==> src/design/mitir_pkg.sv <==
// Purpose: Shared constants and types for the instruction sequencer.
// Assumes: One system clock; decoded instructions arrive from fetch.
// Notes: Register offsets are word indices on the plain register port.
package mitir_pkg;
   // -----------------------------------------------------------------
   // Timing
   // -----------------------------------------------------------------
   localparam int INSTR_CLKS = 4;
   localparam logic [1:0] PH_LAST = 2'(INSTR_CLKS - 1);
   // -----------------------------------------------------------------
   // Sizes and reset values
   // -----------------------------------------------------------------
   localparam int NSRC = 2;
   localparam int PC_W = 11;
   localparam logic [PC_W-1:0] PC_RST = 11'h000;
   localparam logic [PC_W-1:0] VEC_BASE = 11'h004;
   localparam logic [7:0] CTRL_RST = 8'h00;
   // -----------------------------------------------------------------
   // Register map and fields
   // -----------------------------------------------------------------
   localparam logic [1:0] REG_CTRL = 2'h0;
   localparam logic [1:0] REG_STAT = 2'h1;
   localparam logic [1:0] REG_PCLO = 2'h2;
   localparam int CTRL_GATE = 0;
   localparam int CTRL_EN_LSB = 1;
   localparam int CTRL_FLAG_LSB = 4;
   localparam int STAT_SP_LSB = 0;
   localparam int STAT_EXTRA = 5;
   localparam int STAT_FULL = 6;
   localparam int STAT_SLEEP = 7;
   // -----------------------------------------------------------------
   // Types
   // -----------------------------------------------------------------
   typedef enum logic [3:0] {
      OP_PLAIN = 4'h0, OP_BRANCH = 4'h1, OP_CALL = 4'h2, OP_RET = 4'h3,
      OP_INTERRUPT_EXIT = 4'h4, OP_TBLRD = 4'h5, OP_PCLWR = 4'h6, OP_SKIP = 4'h7,
      OP_BSET = 4'h8, OP_BCLR = 4'h9, OP_AND = 4'ha, OP_OR = 4'hb,
      OP_XOR = 4'hc, OP_CPL = 4'hd, OP_SLEEP = 4'he
   } mitir_op_t;
   typedef enum logic [2:0] {
      ST_RUN = 3'b001,
      ST_EXTRA = 3'b010,
      ST_SLEEP = 3'b100
   } mitir_state_t;
   typedef struct packed {
      logic valid;
      mitir_op_t op;
      logic [PC_W-1:0] target;
      logic [7:0] data;
      logic [7:0] opnd;
      logic [2:0] bit_sel;
      logic skip;
   } mitir_instr_t;
   typedef struct packed {
      logic valid;
      logic [7:0] data;
   } mitir_wb_t;
endpackage

==> src/design/mitir_core.sv <==
// Purpose: Instruction timing and interrupt entry/return sequencer.
// Assumes: Fetch holds a decoded instruction until it is taken.
// Notes: Instructions and interrupts are taken on cycle boundaries only.
// Operation
// RULE_01: A set request flag stays set until serviced or cleared.
// RULE_02: A source whose enable is low is never serviced.
// RULE_03: Sleep or idle ends on any request flag rising.
// RULE_04: Software pre-sets a flag to keep it from waking the core.
// RULE_05: Interrupt entry pushes only the program counter.
// RULE_06: Service routines save accumulator and status themselves.
// RULE_07: Interrupt exit pops the return address and sets the gate.
// RULE_08: Subroutine exit pops the return address and leaves the gate.
// RULE_09: Software avoids subroutine invokes inside service routines.
// RULE_10: One instruction cycle is four system clocks.
// RULE_11: Branch, invoke, exits and table read take two cycles.
// RULE_12: Writing the program counter low byte costs an extra cycle.
// RULE_13: A taken skip costs an extra cycle and bypasses one instruction.
// RULE_14: Subroutine exit resumes right after the invoking instruction.
// RULE_15: Bit force high/low changes one bit and keeps the others.
// RULE_16: Logical operations raise the zero flag on a zero result.
// RULE_17: Servicing clears the gate; new requests are still recorded.
// RULE_18: No interrupt is acknowledged while the stack is full.
// RULE_19: Servicing clears the flag, loads the vector, pushes the pc.
// RULE_20: Interrupts are accepted only at instruction cycle boundaries.
//
// Implementation choices: the plain strobed port and the placing of the registers.
`timescale 1ns/1ps
module mitir_core
#(
   parameter int STACK_DEPTH = 4
)
(
   // Clock and reset
   input wire logic i_clk,
   input wire logic i_rst,
   // Decoded instruction from fetch
   input wire mitir_pkg::mitir_instr_t i_instr,
   output logic o_instr_take,
   // Interrupt source events, one-cycle pulses
   input wire logic [mitir_pkg::NSRC-1:0] i_irq_evt,
   // Register port
   input wire logic [1:0] i_addr,
   input wire logic [7:0] i_wdata,
   input wire logic i_wr,
   input wire logic i_rd,
   output logic [7:0] o_rdata,
   // Core state
   output logic [mitir_pkg::PC_W-1:0] o_pc,
   output logic o_zero,
   output logic [7:0] o_result,
   output mitir_pkg::mitir_wb_t o_wb,
   output logic o_sleeping,
   output logic o_irq_enter
);
   localparam int SPW = $clog2(STACK_DEPTH + 1);
   localparam int AW = $clog2(STACK_DEPTH);
   localparam int PCW = mitir_pkg::PC_W;
   localparam int NS = mitir_pkg::NSRC;

   mitir_pkg::mitir_state_t state_r;
   logic [1:0] phase_r;
   logic [PCW-1:0] pc_r;
   logic [SPW-1:0] sp_r;
   logic gate_r;
   logic [NS-1:0] en_r;
   logic [NS-1:0] flag_r;
   logic [NS-1:0] flag_prev_r;
   logic [PCW-1:0] stk_rdata;
   logic boundary;
   logic full;
   logic [NS-1:0] req;
   logic accept;
   logic take;
   logic [0:0] sel;
   logic push;
   logic pop;
   logic pop_ok;
   logic two_cyc;
   logic rise;
   logic ctrl_wr;
   logic [PCW-1:0] pc_inc;
   logic [PCW-1:0] vec;
   logic [7:0] logic_res;
   logic [7:0] bit_mask;
   mitir_pkg::mitir_op_t op;

   // ----------------------------------------------------------------
   // Boundaries and acceptance
   // ----------------------------------------------------------------
   assign op = i_instr.op;
   assign boundary = (phase_r == mitir_pkg::PH_LAST); // [RULE_10]
   assign full = (sp_r == SPW'(STACK_DEPTH));
   // Enables gate service only; flags may sit pending regardless.
   assign req = flag_r & en_r; // [RULE_02]
   // A full stack holds off entry until a pop frees a slot.
   assign accept = boundary && (state_r == mitir_pkg::ST_RUN)
      && gate_r && (|req) && !full; // [RULE_18] [RULE_20]
   assign take = boundary && (state_r == mitir_pkg::ST_RUN)
      && i_instr.valid && !accept;
   assign o_instr_take = take;
   assign sel = req[0] ? 1'b0 : 1'b1;
   assign vec = mitir_pkg::VEC_BASE + PCW'({sel, 2'b00}); // [RULE_19]
   assign pc_inc = pc_r + PCW'(1);
   assign push = accept || (take && op == mitir_pkg::OP_CALL);
   assign pop = take && (op == mitir_pkg::OP_RET
      || op == mitir_pkg::OP_INTERRUPT_EXIT);
   assign pop_ok = pop && (sp_r != '0);
   assign ctrl_wr = i_wr && (i_addr == mitir_pkg::REG_CTRL);
   assign rise = |(flag_r & ~flag_prev_r);
   always_comb
   begin
      case (op)
         mitir_pkg::OP_BRANCH, mitir_pkg::OP_CALL, mitir_pkg::OP_RET,
         mitir_pkg::OP_INTERRUPT_EXIT, mitir_pkg::OP_TBLRD:
            two_cyc = 1'b1; // [RULE_11]
         mitir_pkg::OP_PCLWR:
            two_cyc = 1'b1; // [RULE_12]
         mitir_pkg::OP_SKIP:
            two_cyc = i_instr.skip; // [RULE_13]
         default:
            two_cyc = 1'b0;
      endcase
   end

   // ----------------------------------------------------------------
   // Sequencer state and phase
   // ----------------------------------------------------------------
   always_ff @(posedge i_clk or posedge i_rst)
   begin
      if (i_rst)
      begin
         state_r <= mitir_pkg::ST_RUN;
      end
      else
      begin
         case (state_r)
            mitir_pkg::ST_RUN:
               if (accept || (take && two_cyc))
               begin
                  state_r <= mitir_pkg::ST_EXTRA; // [RULE_11]
               end
               else if (take && op == mitir_pkg::OP_SLEEP)
               begin
                  state_r <= mitir_pkg::ST_SLEEP;
               end
            mitir_pkg::ST_EXTRA:
               if (boundary)
               begin
                  state_r <= mitir_pkg::ST_RUN;
               end
            mitir_pkg::ST_SLEEP:
               if (rise)
               begin
                  state_r <= mitir_pkg::ST_RUN; // [RULE_03]
               end
            default:
               state_r <= mitir_pkg::ST_RUN;
         endcase
      end
   end

   // The phase rests at zero in sleep so a wake starts a full cycle.
   always_ff @(posedge i_clk or posedge i_rst)
   begin
      if (i_rst)
      begin
         phase_r <= 2'h0;
      end
      else if (state_r == mitir_pkg::ST_SLEEP)
      begin
         phase_r <= 2'h0;
      end
      else
      begin
         phase_r <= phase_r + 2'h1; // [RULE_10]
      end
   end

   // ----------------------------------------------------------------
   // Program counter
   // ----------------------------------------------------------------
   always_ff @(posedge i_clk or posedge i_rst)
   begin
      if (i_rst)
      begin
         pc_r <= mitir_pkg::PC_RST;
      end
      else if (accept)
      begin
         pc_r <= vec; // [RULE_19]
      end
      else if (take)
      begin
         case (op)
            mitir_pkg::OP_BRANCH, mitir_pkg::OP_CALL:
               pc_r <= i_instr.target;
            mitir_pkg::OP_RET, mitir_pkg::OP_INTERRUPT_EXIT:
               pc_r <= pop_ok ? stk_rdata : pc_inc; // [RULE_14]
            mitir_pkg::OP_PCLWR:
               pc_r <= {pc_r[PCW-1:8], i_instr.data}; // [RULE_12]
            mitir_pkg::OP_SKIP:
               pc_r <= i_instr.skip ? pc_r + PCW'(2) : pc_inc; // [RULE_13]
            default:
               pc_r <= pc_inc;
         endcase
      end
   end

   // ----------------------------------------------------------------
   // Return stack
   // ----------------------------------------------------------------
   // Only the program counter is saved; nothing else is stacked.
   // A push into a full stack is dropped, which loses that return.
   mitir_stack #(
      .DEPTH(STACK_DEPTH),
      .W(PCW),
      .AW(AW)
   ) u_stack (
      .i_clk(i_clk),
      .i_we(push && !full), // [RULE_05]
      .i_waddr(AW'(sp_r)),
      .i_wdata(accept ? pc_r : pc_inc), // [RULE_05] [RULE_14]
      .i_raddr(AW'(sp_r - SPW'(1))),
      .o_rdata(stk_rdata)
   );

   always_ff @(posedge i_clk or posedge i_rst)
   begin
      if (i_rst)
      begin
         sp_r <= '0;
      end
      else if (push && !full)
      begin
         sp_r <= sp_r + SPW'(1);
      end
      else if (pop_ok)
      begin
         sp_r <= sp_r - SPW'(1);
      end
   end

   // ----------------------------------------------------------------
   // Global gate, enables and request flags
   // ----------------------------------------------------------------
   always_ff @(posedge i_clk or posedge i_rst)
   begin
      if (i_rst)
      begin
         gate_r <= mitir_pkg::CTRL_RST[mitir_pkg::CTRL_GATE];
      end
      else if (accept)
      begin
         gate_r <= 1'b0; // [RULE_17]
      end
      else if (take && op == mitir_pkg::OP_INTERRUPT_EXIT)
      begin
         gate_r <= 1'b1; // [RULE_07]
      end
      else if (ctrl_wr)
      begin
         // Subroutine exit never touches the gate. [RULE_08]
         gate_r <= i_wdata[mitir_pkg::CTRL_GATE];
      end
   end

   always_ff @(posedge i_clk or posedge i_rst)
   begin
      if (i_rst)
      begin
         en_r <= mitir_pkg::CTRL_RST[mitir_pkg::CTRL_EN_LSB +: NS];
      end
      else if (ctrl_wr)
      begin
         en_r <= i_wdata[mitir_pkg::CTRL_EN_LSB +: NS];
      end
   end

   // A source event in the same cycle as a clear always wins.
   for (genvar g = 0; g < NS; g++)
   begin : g_flag
      always_ff @(posedge i_clk or posedge i_rst)
      begin
         if (i_rst)
         begin
            flag_r[g] <= mitir_pkg::CTRL_RST[mitir_pkg::CTRL_FLAG_LSB + g];
         end
         else if (i_irq_evt[g])
         begin
            flag_r[g] <= 1'b1; // [RULE_17]
         end
         else if (accept && sel == 1'(g))
         begin
            flag_r[g] <= 1'b0; // [RULE_19]
         end
         else if (ctrl_wr)
         begin
            flag_r[g] <= i_wdata[mitir_pkg::CTRL_FLAG_LSB + g]; // [RULE_01]
         end
      end
   end

   always_ff @(posedge i_clk or posedge i_rst)
   begin
      if (i_rst)
      begin
         flag_prev_r <= '0;
      end
      else
      begin
         flag_prev_r <= flag_r;
      end
   end

   // ----------------------------------------------------------------
   // Logic results and bit read-modify-write
   // ----------------------------------------------------------------
   always_comb
   begin
      case (op)
         mitir_pkg::OP_AND: logic_res = i_instr.data & i_instr.opnd;
         mitir_pkg::OP_OR: logic_res = i_instr.data | i_instr.opnd;
         mitir_pkg::OP_XOR: logic_res = i_instr.data ^ i_instr.opnd;
         default: logic_res = ~i_instr.data;
      endcase
   end
   assign bit_mask = 8'h01 << i_instr.bit_sel;

   always_ff @(posedge i_clk or posedge i_rst)
   begin
      if (i_rst)
      begin
         o_zero <= 1'b0;
         o_result <= 8'h00;
      end
      else if (take && op >= mitir_pkg::OP_AND && op <= mitir_pkg::OP_CPL)
      begin
         o_result <= logic_res;
         o_zero <= (logic_res == 8'h00); // [RULE_16]
      end
   end

   always_ff @(posedge i_clk or posedge i_rst)
   begin
      if (i_rst)
      begin
         o_wb <= '0;
      end
      else
      begin
         o_wb.valid <= take && (op == mitir_pkg::OP_BSET
            || op == mitir_pkg::OP_BCLR);
         o_wb.data <= (op == mitir_pkg::OP_BSET)
            ? (i_instr.data | bit_mask)
            : (i_instr.data & ~bit_mask); // [RULE_15]
      end
   end

   // ----------------------------------------------------------------
   // Register read port
   // ----------------------------------------------------------------
   always_ff @(posedge i_clk or posedge i_rst)
   begin
      if (i_rst)
      begin
         o_rdata <= 8'h00;
      end
      else if (i_rd)
      begin
         case (i_addr)
            mitir_pkg::REG_CTRL:
               o_rdata <= 8'({flag_r, 1'b0, en_r, gate_r});
            mitir_pkg::REG_STAT:
               o_rdata <= {o_sleeping, full,
                  state_r == mitir_pkg::ST_EXTRA, 5'(sp_r)};
            mitir_pkg::REG_PCLO:
               o_rdata <= pc_r[7:0];
            default:
               o_rdata <= 8'h00;
         endcase
      end
      else
      begin
         o_rdata <= 8'h00;
      end
   end

   always_ff @(posedge i_clk or posedge i_rst)
   begin
      if (i_rst)
      begin
         o_irq_enter <= 1'b0;
      end
      else
      begin
         o_irq_enter <= accept;
      end
   end

   assign o_pc = pc_r;
   assign o_sleeping = (state_r == mitir_pkg::ST_SLEEP);
endmodule // mitir_core

==> src/design/mitir_stack.sv <==
// Purpose: Return-address stack storage with registered read data.
// Assumes: Single clock; one write and one read address per cycle.
// Notes: Read data lag the read address by one clock.
`timescale 1ns/1ps
module mitir_stack
#(
   parameter int DEPTH = 4,
   parameter int W = 11,
   parameter int AW = 2
)
(
   // Clock
   input wire logic i_clk,
   // Write side
   input wire logic i_we,
   input wire logic [AW-1:0] i_waddr,
   input wire logic [W-1:0] i_wdata,
   // Read side
   input wire logic [AW-1:0] i_raddr,
   output logic [W-1:0] o_rdata
);
   logic [W-1:0] mem [DEPTH];

   always_ff @(posedge i_clk)
   begin
      if (i_we)
      begin
         mem[i_waddr] <= i_wdata;
      end
   end

   always_ff @(posedge i_clk)
   begin
      o_rdata <= mem[i_raddr];
   end
endmodule // mitir_stack

==> config.mk <==
export PLATFORM = sky130hd
export DESIGN_NAME = mitir_core
export DESIGN_NICKNAME = d
export VERILOG_FILES = /design/src/design/mitir_pkg.sv /design/src/design/mitir_core.sv /design/src/design/mitir_stack.sv
export SDC_FILE = /design/constraint.sdc
export NUM_CORES = 1
export LEC_CHECK = 0
export BUFFER_PORTS_ARGS = -buffer_cell sky130_fd_sc_hd__buf_2
export CORE_MARGIN = 1
export CORE_UTILIZATION = 60
export DETAILED_ROUTE_END_ITERATION = 10
export GPL_TIMING_DRIVEN = 1
export PLACE_DENSITY = 0.92
export SLEW_MARGIN = 30
export SYNTH_ARGS = -nofsm -noshare
export SYNTH_HDL_FRONTEND = slang
export SYNTH_SLANG_ARGS = --single-unit
==> constraint.sdc <==
create_clock -name i_clk -period 4.3 [get_ports i_clk]
set_clock_uncertainty 0.1 [all_clocks]
set_input_delay 1.075 -clock i_clk [delete_from_list [all_inputs] [get_ports i_clk]]
set_output_delay 1.075 -clock i_clk [all_outputs]
set_load 0.03 [all_outputs]
== After elaboration in Yosys (flattened, before gate mapping) ==
Memory sizes are Yosys's and may differ from the RTL's. A register that Yosys moved wholly into a read port is not among the register bits.
Cells that the tools add are included.

* Flip-flop bits (word level): 53
* Bits in latches: 0
* Bits in writable memories: 44
* Memory bits (read-only): 0
* Bits of input ports: 52
* Output and inout port bits: 40
* Memories: 1

{| class="wikitable"
|+ Memories
! memory !! words !! bits a word !! read ports !! clocked after Yosys merged registers in !! write ports !! line !! source
|-
| u_stack.mem || 4 || 11 || 1 || 1 || 1 || mitir_stack.sv:22 || <nowiki>logic [W-1:0] mem [DEPTH];</nowiki>
|}

* $add $sub $neg: 6
* Multipliers: 0
* Divide/modulo/power cells: 0
* $lt $le $gt $ge: 2
* Eq/ne operators: 24
* Shift operators: 1
* Mux-type cells: 31
* Bitwise logic cells: 10
* Reduce and logical (&&, ||, !) cells: 40

{| class="wikitable"
|+ Operators with widths
! kind !! count
|-
| 11-bit 2-to-1 mux || 5
|-
| 8-bit case mux with 3 select lines || 2
|-
| 11-bit case mux with 4 select lines || 1
|-
| 4-bit equality test, second input constant || 6
|-
| 1-bit logical AND || 19
|-
| 3-bit 2-to-1 mux || 6
|-
| 8-bit bitwise AND || 2
|-
| 4-bit by 3-bit equality test with 1-bit output, second input constant || 4
|-
| 8-bit 2-to-1 mux || 2
|-
| 8-bit NOT || 2
|-
| 8-bit OR || 2
|-
| 1-bit 2-to-1 mux || 12
|-
| 3-bit nonzero test || 4
|-
| 11-bit by 1-bit adder with 11-bit output, second input constant || 1
|-
| 11-bit by 2-bit adder with 11-bit output, second input constant || 1
|-
| 3-bit case mux with 3 select lines || 1
|-
| 4-bit by 2-bit equality test with 1-bit output, second input constant || 2
|-
| 8-bit zero test || 1
|-
| 2-bit OR reduction || 4
|-
| 1-bit by 3-bit << shifter with 8-bit output, first input constant || 1
|-
| 8-bit XOR || 1
|-
| 3-bit equality test, second input constant || 2
|-
| 6-bit OR reduction || 1
|-
| 3-bit by 3-bit adder with 4-bit output, first input constant || 1
|-
| other kinds (23) || 31
|}

== Logic depth before layout (Yosys ltp) ==
Gate-level depths: netlist of the first run.

* Depth in word-level cells: 13
* Mapped depth: 11
* Mapped depth without buffers: 9

== Hierarchy ==
Synthesis of the first run repeated with hierarchy kept, for this count alone.

* Cells, all modules: 542
* Area total of the unflattened synthesis: 5,928.2 µm²

{| class="wikitable"
|+ Modules (own cells, without submodules)
! module !! times used !! cells each !! area each (µm²)
|-
| mitir_core || 1 || 470 || 4,087.7
|-
| mitir_stack || 1 || 72 || 1,840.5
|}

== Worst setup path after synthesis of the first run ==
Ideal clock, no wire load.

* Path kind: register -> output
* From: reg sp_r[0]
* To: out o_instr_take
* Data arrival time: 2.046 ns
* Data required time: 3.125 ns
* Setup slack: 1.079 ns
* Stages on the path, launching flop included: 9
* Path through: dfrtp_1 buf_2 inv_1 ha_1 a21boi_1 and2_1 or2_4 buf_6 clkinv_1

* Cells in the longest elaborated chain, start to end: 5

{| class="wikitable"
|+ Ends and longest elaborated chain
! item !! line !! source
|-
| from (decl) || mitir_core.sv:63 || <nowiki>logic [SPW-1:0] sp_r;</nowiki>
|-
| from (signal assigned) || mitir_core.sv:235 || <nowiki>sp_r <= sp_r + SPW'(1);</nowiki>
|-
| from (signal assigned) || mitir_core.sv:239 || <nowiki>sp_r <= sp_r - SPW'(1);</nowiki>
|-
| 3-bit equality test || mitir_core.sv:92 || <nowiki>assign full = (sp_r == SPW'(STACK_DEPTH));</nowiki>
|-
| 1-bit zero test || mitir_core.sv:97 || <nowiki>&& gate_r && (|req) && !full;</nowiki>
|-
| 1-bit logical AND || mitir_core.sv:97 ||
|-
| 1-bit zero test || mitir_core.sv:99 || <nowiki>&& i_instr.valid && !accept;</nowiki>
|-
| 1-bit logical AND || mitir_core.sv:99 ||
|-
| to (decl) || mitir_core.sv:38 || <nowiki>output logic o_instr_take,</nowiki>
|}

No other way between the ends.

== Worst setup path in the final report of the first run ==
* From: reg sp_r[1]
* To: out o_instr_take

Same word-level chain as after synthesis.

==> results of run 1 <==
## through the flow
step | total power (uW) | util | setup slack (ns) | cells
after CTS | 3670 | 0.706 | 0.633 | 752
final | 3670 | 0.707 | 0.629 | 752
after global routing | 3870 | 0.707 | 0.508 | 752
after floorplan | 2600 | - | 1.08 | 546
after detailed placement | 3030 | 0.683 | 0.910 | 736
after global placement | 2970 | 0.683 | 0.969 | 736
## area by class of cell
type | instances | area [um2] | share of cell area
clock buffer | 9 | 124 | 0.0187
clock inverter | 7 | 91.3 | 0.0138
inverter | 33 | 126 | 0.0191
multi-input combinational | 374 | 2780 | 0.420
sequential | 108 | 2870 | 0.433
tap | 129 | 161 | 0.0244
timing repair buffer | 92 | 470 | 0.0710
## metal layers
metal,vias up,share of wire,global-route usage
li1,2137,-,-
met2,236,0.48,0.492
met3,44,0.079,0.0566
met5,-,0,0
met4,0,0.029,0.108
met1,2248,0.41,0.386
## critical path: cells and delay by family, from the launching register on
family                   cells  cell delay (ns)
buffers and inverters        3             0.73
AND/OR/NAND/NOR              2             0.42
flip-flops                   1             0.43
adder cells (fa/ha/maj)      1             0.27
AO/OA/AOI/OAI                1             0.25
## power groups by stage
stage	Sequential, uW	Clock (uW)	Combinational (uW)
3_3_place_gp	1570	0	1400
5_1_grt	1590	698	1580
6_report	1560	656	1450
2_1_floorplan	1660	0	939
4_1_cts	1560	662	1450
3_5_place_dp	1580	0	1450
## sequential cells by signal (all words and copies together), names as in the netlist, 2 cells and up
| register | cells |
|---|---|
| u_stack.mem | 44 |
| phase_r | 2 |
| flag_prev_r | 2 |
| o_wb | 9 |
| o_rdata | 8 |
| sp_r | 3 |
| u_stack.o_rdata | 11 |
| state_r | 3 |
| en_r | 2 |
| flag_r | 2 |
| o_pc | 11 |
| o_result | 8 |
## how the worst max path moves through the flow
stage                              startpoint                     endpoint
after floorplan           sp_r[0]$_DFFE_PP0P_                 o_instr_take
after global placement            i_instr[35]                 o_instr_take
after detailed placement          i_instr[31]  u_stack.mem[1][8]$_DFFE_PP_
after CTS                 sp_r[1]$_DFFE_PP0P_                 o_instr_take
after global routing      sp_r[1]$_DFFE_PP0P_                 o_instr_take
final                     sp_r[1]$_DFFE_PP0P_                 o_instr_take
## logic make-up after synthesis
| logic type | Yosys count |
|---|---|
| AND/OR/NAND/NOR | 160 |
| AO/OA/AOI/OAI | 126 |
| flip-flops | 108 |
| buffers and inverters | 64 |
| multiplexers | 38 |
| XOR/XNOR | 26 |
| adder cells (fa/ha/maj) | 24 |
## placed cells by master (no fill, tap or decap), types with 14 or more instances in the layout
cell type | synthesis | final
buf_2 | 13 | 88
dfrtp_1 | 52 | 52
nor2_1 | 44 | 44
edfxtp_1 | 44 | 44
nand2_1 | 34 | 34
a21oi_1 | 32 | 32
inv_1 | 30 | 29
ha_1 | 24 | 24
xnor2_1 | 18 | 18
mux2_2 | 17 | 17
o21ai_0 | 16 | 16
nor3_1 | 14 | 14
==> summary.txt, run 1 <==
Status
  • Run status: finished clean

Timing
  • TNS Setup: 0 ns
  • Clock period minus final worst setup slack: 3.67 ns
  • Setup violations, final: 0
  • Number of hold violations in the final report: 0
  • Final period util: 0.854
  • Max Clk Rate: 272 MHz
  • Transition at the pin with the smallest max-transition slack: 0.915 ns
  • RSZ-0062 raised after global routing: no
  • Smallest hold slack: 0.345 ns
  • Number of pins with negative max-slew slack in the final report: 0
  • Slew margin rel.: 0.386

Floorplan
  • Die area: 10,200 um2
  • Num ports: 92
  • Vertical die dimension: 101 um
  • Core region area: 9370 um2
  • FP Rows: 35
  • Die extent in x: 101 um
  • Starting density of the core: 0.630

Synth
  • Cell type with the highest aggregate area in the netlist: edfxtp_1
  • Post-Syn Instances: 546
  • Share of synthesized registers carrying an async set or reset: 0.491
  • Leading cell types by count after synthesis: 52 x dfrtp_1, 44 x edfxtp_1, 44 x nor2_1
  • Multiplexer share of the synthesized area: 0.0913
  • Area fraction of the dominant cell type after synthesis: 0.224
  • Xor-xnor portion of the synthesized cell area: 0.0385
  • Number of different library cells in the post-synthesis netlist: 74
  • Largest family of logic cells by synthesized area: compound AO/OA/AOI/OAI gates
  • Share of the synthesized area in compound gates (AO/OA/AOI/OAI): 0.147
  • Post-Synth Adder-Cell Area: 0.0508
  • EDFF count, synth: 44
  • Yosys warning total: 0
  • Synth Cell Area: 5910 um2
  • Top flip-flop cell by instance count after synthesis: dfrtp_1
  • Cell with the most instances after synthesis: dfrtp_1
  • Post-Syn Nets: 622
  • Sequential share of the synthesized area: 0.486
  • Area contributors post-synth: edfxtp_1 22%, dfrtp_1 22%, ha_1 5.1%
  • Synth Area in Simple Gates: 0.142
  • Mean cell area of the mapped netlist: 10.8 um2
  • Number of synthesized register bits: 108

Min path
  • Hold/Removal Path Class: flip-flop to flip-flop
  • Hold Path Stages: 1
  • Sink of the worst hold path: phase_r[0]$_DFF_PP0_
  • Startpoint of the lowest-slack hold path: phase_r[0]$_DFF_PP0_

Global routing
  • Number of global-route vias before repair: 4,486
  • Initial antenna violation count: 0
  • Gr ovfl total: 0
  • Global-route usage over all layers: 0.295
  • Global-route wire length before repair: 22,600 um
  • Maximum number of pins on one net before global-route repair: 54

Detailed routing
  • Vias per std cell: 6.20
  • Number of DRC violations after detailed-routing iteration 0: 437
  • Number of nets still failing antenna checks after routing: 0
  • Detailed-router iteration count before antenna repair: 5
  • DRC errors left: 0
  • Via Count: 4,665
  • WL final: 14,300 um
  • Wirelength per Cell: 19.1 um

Place
  • Placed instance area: 6400 um2
  • DP Wirelength: 10,600 um
  • Port Buf Inserts: 88
  • Routability-driven placement congestion ratio: 0.944

Pwr
  • Pwr dens: 555 nW/um2
  • Part of the total power dissipated in sequential elements: 0.426
  • Combinational share of power: 0.395
  • Clock share of power: 0.179
  • Internal Pwr Total: 2190 uW
  • Peak supply drop: 0.566 mV
  • Static leakage: 0.00282 uW
  • Switching share of power: 0.404
  • Switching power total: 1480 uW

Clock tree
  • TritonCTS buffer count: 9
  • Post-cts hold buffer count: 0
  • Max Root-Sink Buffers: 2
  • Resize count post-CTS: 0
  • Post-CTS clock slew at the launch and capture registers of the worst setup and hold paths: 0.10 ns
  • Clk Latency, worst-skew pair: 0.38 ns
  • Setup Buffers After CTS: 0
  • Level count of the clock H-tree: 3
  • Sinks on the clock net: 108
  • CTS tree: done
  • Root buf cell: clkbuf_8

Final layout
  • Design Area, Final: 6620 um2
  • Number of filler cells placed in the layout: 699
  • Area growth, synth to finish: 12.1%
  • Inserted Diodes: 0
  • Net count of the finished layout: 694
  • Fraction of final layout cells with drive strength greater than 1: 0.252

Worst setup path
  • Critical path class: flip-flop to output pin
  • CP max FO: 11
  • Chain of cells forming the critical path: inv_1 > ha_1 > a21boi_1 > and2_1 > or2_4 > clkinv_1 > buf_2
  • Register-to-register setup slack: 1.57 ns
  • Endpoint kind of the worst setup timing path: output pin
  • Stage delay of the slowest cell on the critical path: 0.43 ns
  • Crit-path slowest cell: dfrtp_1
  • Worst-case reg-to-reg path depth: 6
  • Critical path data required time: 3.12 ns
  • Critical path launch point type: flip-flop
  • CP Data Arrival Time: 2.50 ns
  • Endpoint of the worst-slack reg-to-reg timing path: u_stack.mem[3][7]$_DFFE_PP_
  • Worst flop-to-flop path startpoint: phase_r[0]$_DFF_PP0_

Job
  • Number of violations of the max-capacitance limit: 0
Note: power is estimated with default switching activity, not from simulation.
==> run 2: changes to the inputs <==
--- a/config.mk
+++ b/config.mk
@@ -6,6 +6,7 @@
 export NUM_CORES = 1
 export LEC_CHECK = 0
 export BUFFER_PORTS_ARGS = -buffer_cell sky130_fd_sc_hd__buf_2
+export CORE_ASPECT_RATIO = 0.7
 export CORE_MARGIN = 1
 export CORE_UTILIZATION = 60
 export DETAILED_ROUTE_END_ITERATION = 10
==> run 2 against run 1 <==
Net effect:
- flip-flop and latch count stayed put
- clock power increased by 26%
- final area increased by 1.3%
- worst setup slack improved by 0.39 ns
- die area is essentially flat
- cell count shrank 0.40%
- sequential share of layout area shrank 0.55 points
- via count grew 3.6%
- utilization is 1.3 points higher
- fmax up 12%
- critical endpoint unchanged
==> summary.txt, run 2 (synthesis gave the netlist of run 1 again) <==
Timing
  • Clock period minus final worst setup slack: 3.28 ns
  • Setup violations, final: 0
  • Slew margin rel.: 0.452
  • Final period util: 0.762
  • Transition at the pin with the smallest max-transition slack: 0.801 ns
  • Max Clk Rate: 305 MHz
  • TNS Setup: 0 ns
  • RSZ-0062 raised after global routing: no
  • Number of pins with negative max-slew slack in the final report: 0
  • Number of hold violations in the final report: 0

Global routing
  • Number of global-route vias before repair: 4,576
  • Initial antenna violation count: 0
  • Maximum number of pins on one net before global-route repair: 54
  • Global-route usage over all layers: 0.319
  • Gr ovfl total: 0
  • Global-route wire length before repair: 24,200 um

Min path
  • Startpoint of the lowest-slack hold path: phase_r[0]$_DFF_PP0_
  • Hold/Removal Path Class: flip-flop to flip-flop

Pwr
  • Internal Pwr Total: 2360 uW
  • Static leakage: 0.00286 uW
  • Switching share of power: 0.394
  • Pwr dens: 582 nW/um2
  • Part of the total power dissipated in sequential elements: 0.406
  • Clock share of power: 0.211
  • Switching power total: 1540 uW
  • Combinational share of power: 0.383
  • Peak supply drop: 0.297 mV

Final layout
  • Area growth, synth to finish: 13.5%
  • Net count of the finished layout: 696
  • Number of flip-flops under the largest register name: 44
  • Fraction of final layout cells with drive strength greater than 1: 0.250
  • Commonest non-fill, non-tap cell in the layout: buf_2
  • Highest-count cells in the layout ignoring fill and taps: 88 x buf_2, 52 x dfrtp_1, 44 x nor2_1, 44 x edfxtp_1, 34 x nand2_1
  • Top reg by flops: u_stack.mem
  • Inserted Diodes: 0
  • Util after Layout: 0.719
  • Design Area, Final: 6710 um2

Detailed routing
  • Number of nets still failing antenna checks after routing: 0
  • Detailed-router iteration count before antenna repair: 5
  • WL final: 15,600 um
  • Via Count: 4,834
  • Vias per std cell: 6.45
  • Wirelength per Cell: 20.9 um
  • Number of DRC violations after detailed-routing iteration 0: 544
  • DRC errors left: 0

Worst setup path
  • Endpoint of the worst-slack reg-to-reg timing path: o_pc[8]$_DFFE_PP0P_
  • Worst flop-to-flop path startpoint: o_pc[1]$_DFFE_PP0P_
  • Endpoint kind of the worst setup timing path: output pin
  • CP Data Arrival Time: 2.10 ns
  • Startpoint of the most critical setup path: sp_r[1]$_DFFE_PP0P_
  • Critical path data required time: 3.12 ns
  • Critical path launch point type: flip-flop
  • Critical path class: flip-flop to output pin
  • Crit path to: o_instr_take
  • CP max FO: 11
  • Register-to-register setup slack: 1.51 ns
  • Worst-case reg-to-reg path depth: 7

Clock tree
  • TritonCTS buffer count: 9
  • Post-CTS clock slew at the launch and capture registers of the worst setup and hold paths: 0.07 ns
  • CTS tree: done
  • Level count of the clock H-tree: 3
  • Resize count post-CTS: 0
  • Setup Buffers After CTS: 0
  • Post-cts hold buffer count: 0
  • Root buf cell: clkbuf_16
  • Clk Latency, worst-skew pair: 0.35 ns
  • Sinks on the clock net: 108
  • Max Root-Sink Buffers: 2

Floorplan
  • Num ports: 92
  • Core region area: 9330 um2
  • Vertical die dimension: 85.0 um
  • Die extent in x: 121 um
  • Die area: 10,300 um2
  • Starting density of the core: 0.634
  • FP Rows: 29

Status
  • Run status: finished clean

Job
  • Number of violations of the max-capacitance limit: 0

Place
  • Placed instance area: 6410 um2
  • Port Buf Inserts: 88
  • DP Wirelength: 11,600 um
  • Routability-driven placement congestion ratio: 0.910
[run 2: changes by cell type in the layout (fill, tap and decap cells not counted), sizes merged]
cell,change
clkinv,+1
inv,-2
buf,+2
clkbuf,+1
[run 2: power by group through the flow]
stage	Clock (uW)	Combinational [uW]	Sequential (uW)
global route	869	1600	1590
CTS	830	1480	1570
floorplan	0	939	1660
detailed placement	0	1470	1590
global placement	0	1400	1580
finish	824	1490	1580
[run 2: cell type report]
| cell class | instances | area, um2 |
|---|---|---|
| clock buffer | 10 | 229 |
| clock inverter | 6 | 62.6 |
| fill | 640 | 2620 |
| inverter | 33 | 126 |
| multi-input combinational | 374 | 2780 |
| sequential | 108 | 2870 |
| tap | 124 | 155 |
| timing repair buffer | 94 | 485 |
[run 2: critical path, stage by stage, from the launching register on]
cell and delay (ns):
dfrtp_1 0.43, inv_1 0.13, ha_1 0.28, a21boi_1 0.12, and2_1 0.19, or2_4 0.33, clkinv_1 0.09, buf_2 0.19
[run 2: worst min path at each step]
stage | cells past startpoint | to | slack [ns]
6_report | 1 | phase_r[0]$_DFF_PP0_ | 0.34
2_1_floorplan | 0 | flag_prev_r[1]$_DFF_PP0_ | 0.29
3_3_place_gp | 1 | phase_r[0]$_DFF_PP0_ | 0.32
5_1_grt | 1 | phase_r[0]$_DFF_PP0_ | 0.36
4_1_cts | 1 | phase_r[0]$_DFF_PP0_ | 0.35
3_5_place_dp | 1 | phase_r[0]$_DFF_PP0_ | 0.34
[run 2: layer usage]
metal  track usage  wire (um)  up-vias
met4         0.102        283        0
met1         0.478       6660     2355
met3        0.0632       1620       26
li1              -          -     2150
met5             0          0        -
met2         0.470       7070      303
[run 2: metrics by stage]
step                      power (uW)  hold slack (ns)  setup WS [ns]  std cells
after floorplan                 2600            0.294           1.08        546
after global placement          2980            0.321          0.985        733
after detailed placement        3060            0.340          0.928        733
after CTS                       3880            0.350           1.01        749
after global routing            4060            0.356          0.925        749
final                           3900            0.343           1.02        749
==> run 3: changes to the inputs <==
--- a/config.mk
+++ b/config.mk
@@ -5,13 +5,14 @@
 export SDC_FILE = /design/constraint.sdc
 export NUM_CORES = 1
 export LEC_CHECK = 0
+export ABC_AREA = 1
 export BUFFER_PORTS_ARGS = -buffer_cell sky130_fd_sc_hd__buf_2
 export CORE_ASPECT_RATIO = 0.7
 export CORE_MARGIN = 1
-export CORE_UTILIZATION = 60
+export CORE_UTILIZATION = 57
 export DETAILED_ROUTE_END_ITERATION = 10
 export GPL_TIMING_DRIVEN = 1
-export PLACE_DENSITY = 0.92
+export PLACE_DENSITY = 0.88
 export SLEW_MARGIN = 30
 export SYNTH_ARGS = -nofsm -noshare
 export SYNTH_HDL_FRONTEND = slang
==> constraint.sdc (replaced) <==
create_clock -name i_clk -period 3.43 [get_ports i_clk]
set_clock_uncertainty 0.1 [all_clocks]
set_input_delay 0.8575 -clock i_clk [delete_from_list [all_inputs] [get_ports i_clk]]
set_output_delay 0.8575 -clock i_clk [all_outputs]
set_load 0.03 [all_outputs]
==> run 3 against run 2 <==
Net effect:
- first-iteration DRC count is 8.6% lower
- synthesized cell count is 36% higher
- utilization is 3.1 points lower
- cell count is 29% higher
- clock power is 31% higher
- routed wire length is 1.8% lower
- critical path depth is 1 higher
- worst hold slack worse by 0.0080 ns
- flip-flop and latch count stayed put
- total power is 24% higher
==> summary.txt, run 3 <==
Worst setup path
  • Critical path launch point type: flip-flop
  • Critical path data required time: 2.47 ns
  • CP max FO: 26
  • Worst flop-to-flop path startpoint: sp_r[0]$_DFFE_PP0P_
  • Critical path class: flip-flop to output pin
  • CP Data Arrival Time: 1.86 ns
  • Endpoint kind of the worst setup timing path: output pin
  • Startpoint of the most critical setup path: sp_r[0]$_DFFE_PP0P_

Synth
  • Area contributors post-synth: edfxtp_1 22%, dfrtp_1 22%, nand2_1 13%
  • Yosys warning total: 0
  • EDFF count, synth: 44
  • Share of synthesized registers carrying an async set or reset: 0.491
  • Top flip-flop cell by instance count after synthesis: dfrtp_1
  • Synth Cell Area: 5900 um2
  • Number of synthesized register bits: 108
  • Sequential share of the synthesized area: 0.486
  • Mean cell area of the mapped netlist: 7.93 um2
  • Post-Syn Nets: 821
  • Area fraction of the dominant cell type after synthesis: 0.224
  • Leading cell types by count after synthesis: 212 x nand2_1, 92 x inv_1, 82 x nor2_1
  • Post-Syn Instances: 745
  • Cell type with the highest aggregate area in the netlist: edfxtp_1
  • Cell with the most instances after synthesis: nand2_1
  • Number of different library cells in the post-synthesis netlist: 41

Timing
  • TNS Setup: 0 ns
  • Number of hold violations in the final report: 0
  • Setup violations, final: 0
  • Number of pins with negative max-slew slack in the final report: 0
  • Final period util: 0.822
  • Slew margin rel.: 0.590
  • Smallest hold slack: 0.335 ns
  • Max Clk Rate: 355 MHz
  • Transition at the pin with the smallest max-transition slack: 0.612 ns
  • Clock period minus final worst setup slack: 2.82 ns
  • RSZ-0062 raised after global routing: no

Place
  • DP Wirelength: 11,500 um
  • Routability-driven placement congestion ratio: 0.940
  • Port Buf Inserts: 88
  • Total instance count after detailed placement: 953

Pwr
  • Total power: 4830 uW
  • Peak supply drop: 0.421 mV
  • Pwr dens: 712 nW/um2
  • Static leakage: 0.00340 uW

Detailed routing
  • Number of DRC violations after detailed-routing iteration 0: 497
  • Wirelength per Cell: 15.8 um
  • Via Count: 5,386
  • DRC errors left: 0
  • Vias per std cell: 5.56
  • Detailed-router iteration count before antenna repair: 6
  • Number of nets still failing antenna checks after routing: 0
  • WL final: 15,400 um

Clock tree
  • CTS tree: done
  • Level count of the clock H-tree: 3
  • Post-cts hold buffer count: 0
  • Setup Buffers After CTS: 0
  • Max Root-Sink Buffers: 2
  • Sinks on the clock net: 108
  • Post-CTS clock slew at the launch and capture registers of the worst setup and hold paths: 0.07 ns
  • Root buf cell: clkbuf_16
  • Resize count post-CTS: 0
  • TritonCTS buffer count: 9
  • Clk Latency, worst-skew pair: 0.35 ns

Final layout
  • Fraction of final layout cells with drive strength greater than 1: 0.165
  • Number of flip-flops under the largest register name: 44
  • Top reg by flops: u_stack.mem
  • Commonest non-fill, non-tap cell in the layout: nand2_1
  • Non-filler instance count after layout: 969
  • Inserted Diodes: 0
  • Area growth, synth to finish: 15.0%
  • Highest-count cells in the layout ignoring fill and taps: 212 x nand2_1, 91 x inv_1, 88 x buf_2, 82 x nor2_1, 61 x nand3_1
  • Net count of the finished layout: 912

Job
  • Number of violations of the max-capacitance limit: 0

Floorplan
  • Core region area: 9870 um2
  • Vertical die dimension: 87.2 um
  • Starting density of the core: 0.598
  • Die extent in x: 124 um
  • Die area: 10,800 um2
  • Num ports: 92
  • FP Rows: 30

Global routing
  • Initial antenna violation count: 0
  • Number of global-route vias before repair: 4,968
  • Global-route usage over all layers: 0.305
  • Maximum number of pins on one net before global-route repair: 36
  • Global-route wire length before repair: 24,500 um
  • Gr ovfl total: 0

Min path
  • Hold/Removal Path Class: flip-flop to flip-flop
  • Startpoint of the lowest-slack hold path: phase_r[0]$_DFF_PP0_

Status
  • Run status: finished clean
-- run 3: area by class of cell --
type	count	area (um2)
clock buffers	10	239
fillers	811	3080
clock inverters	6	71.3
repair buffers	97	508
multi-input cells	518	2560
inverters	102	383
well taps	128	160
flip-flops and latches	108	2870
-- run 3: worst max-delay path, cell delays in order (launching register included) --
cell and delay, ns:
dfrtp_1 0.33, buf_4 0.28, inv_1 0.10, ha_1 0.23
nand2_1 0.10, nand2_1 0.07, nor2_2 0.17, nor2_4 0.05
buf_2 0.18
-- run 3: cells by family after synthesis --
| group | count (synthesis) | synth area share |
|---|---|---|
| AND/OR/NAND/NOR | 378 | 0.266 |
| buffers and inverters | 119 | 0.0801 |
| flip-flops | 108 | 0.486 |
| AO/OA/AOI/OAI | 106 | 0.101 |
| adder cells (fa/ha/maj) | 24 | 0.0509 |
| XOR/XNOR | 7 | 0.0104 |
| multiplexers | 3 | 0.00551 |
-- run 3: final timing paths --
kind | end | slack, ns | cells after the start
min in group asynchronous | phase_r[1]$_DFF_PP0_ | 0.38 | 2
worst max register to register | u_stack.mem[1][2]$_DFFE_PP_ | 0.93 | 11
worst max-delay path | o_instr_take | 0.61 | 8
worst min register to register | phase_r[0]$_DFF_PP0_ | 0.34 | 1
max in group asynchronous | state_r[0]$_DFFE_PP1P_ | 2.04 | 3
worst min-delay path | phase_r[0]$_DFF_PP0_ | 0.34 | 1
-- run 3: stage by stage --
stage | worst slack [ns] | util | area, um2
2_1_floorplan | 0.792 | - | 5900
5_1_grt | 0.494 | 0.688 | 6790
3_5_place_dp | 0.903 | 0.657 | 6480
6_report | 0.611 | 0.688 | 6790
4_1_cts | 0.576 | 0.688 | 6790
3_3_place_gp | 0.934 | 0.657 | 6480
-- run 3: where the power goes --
part	leakage (uW)	total [uW]	switching (uW)	internal, uW
Combinational	0.00209	1830	1290	544
Sequential	0.00116	1920	243	1680
Clock	0.000147	1080	490	594
Total	0.00340	4830	2020	2820
-- run 3: per-layer routing --
| layer | vias up | share of wire | global-route usage |
|---|---|---|---|
| li1 | 2601 | - | - |
| met1 | 2493 | 0.45 | 0.437 |
| met2 | 259 | 0.42 | 0.457 |
| met3 | 33 | 0.11 | 0.0798 |
| met4 | 0 | 0.020 | 0.0854 |
| met5 | - | 0 | 0 |
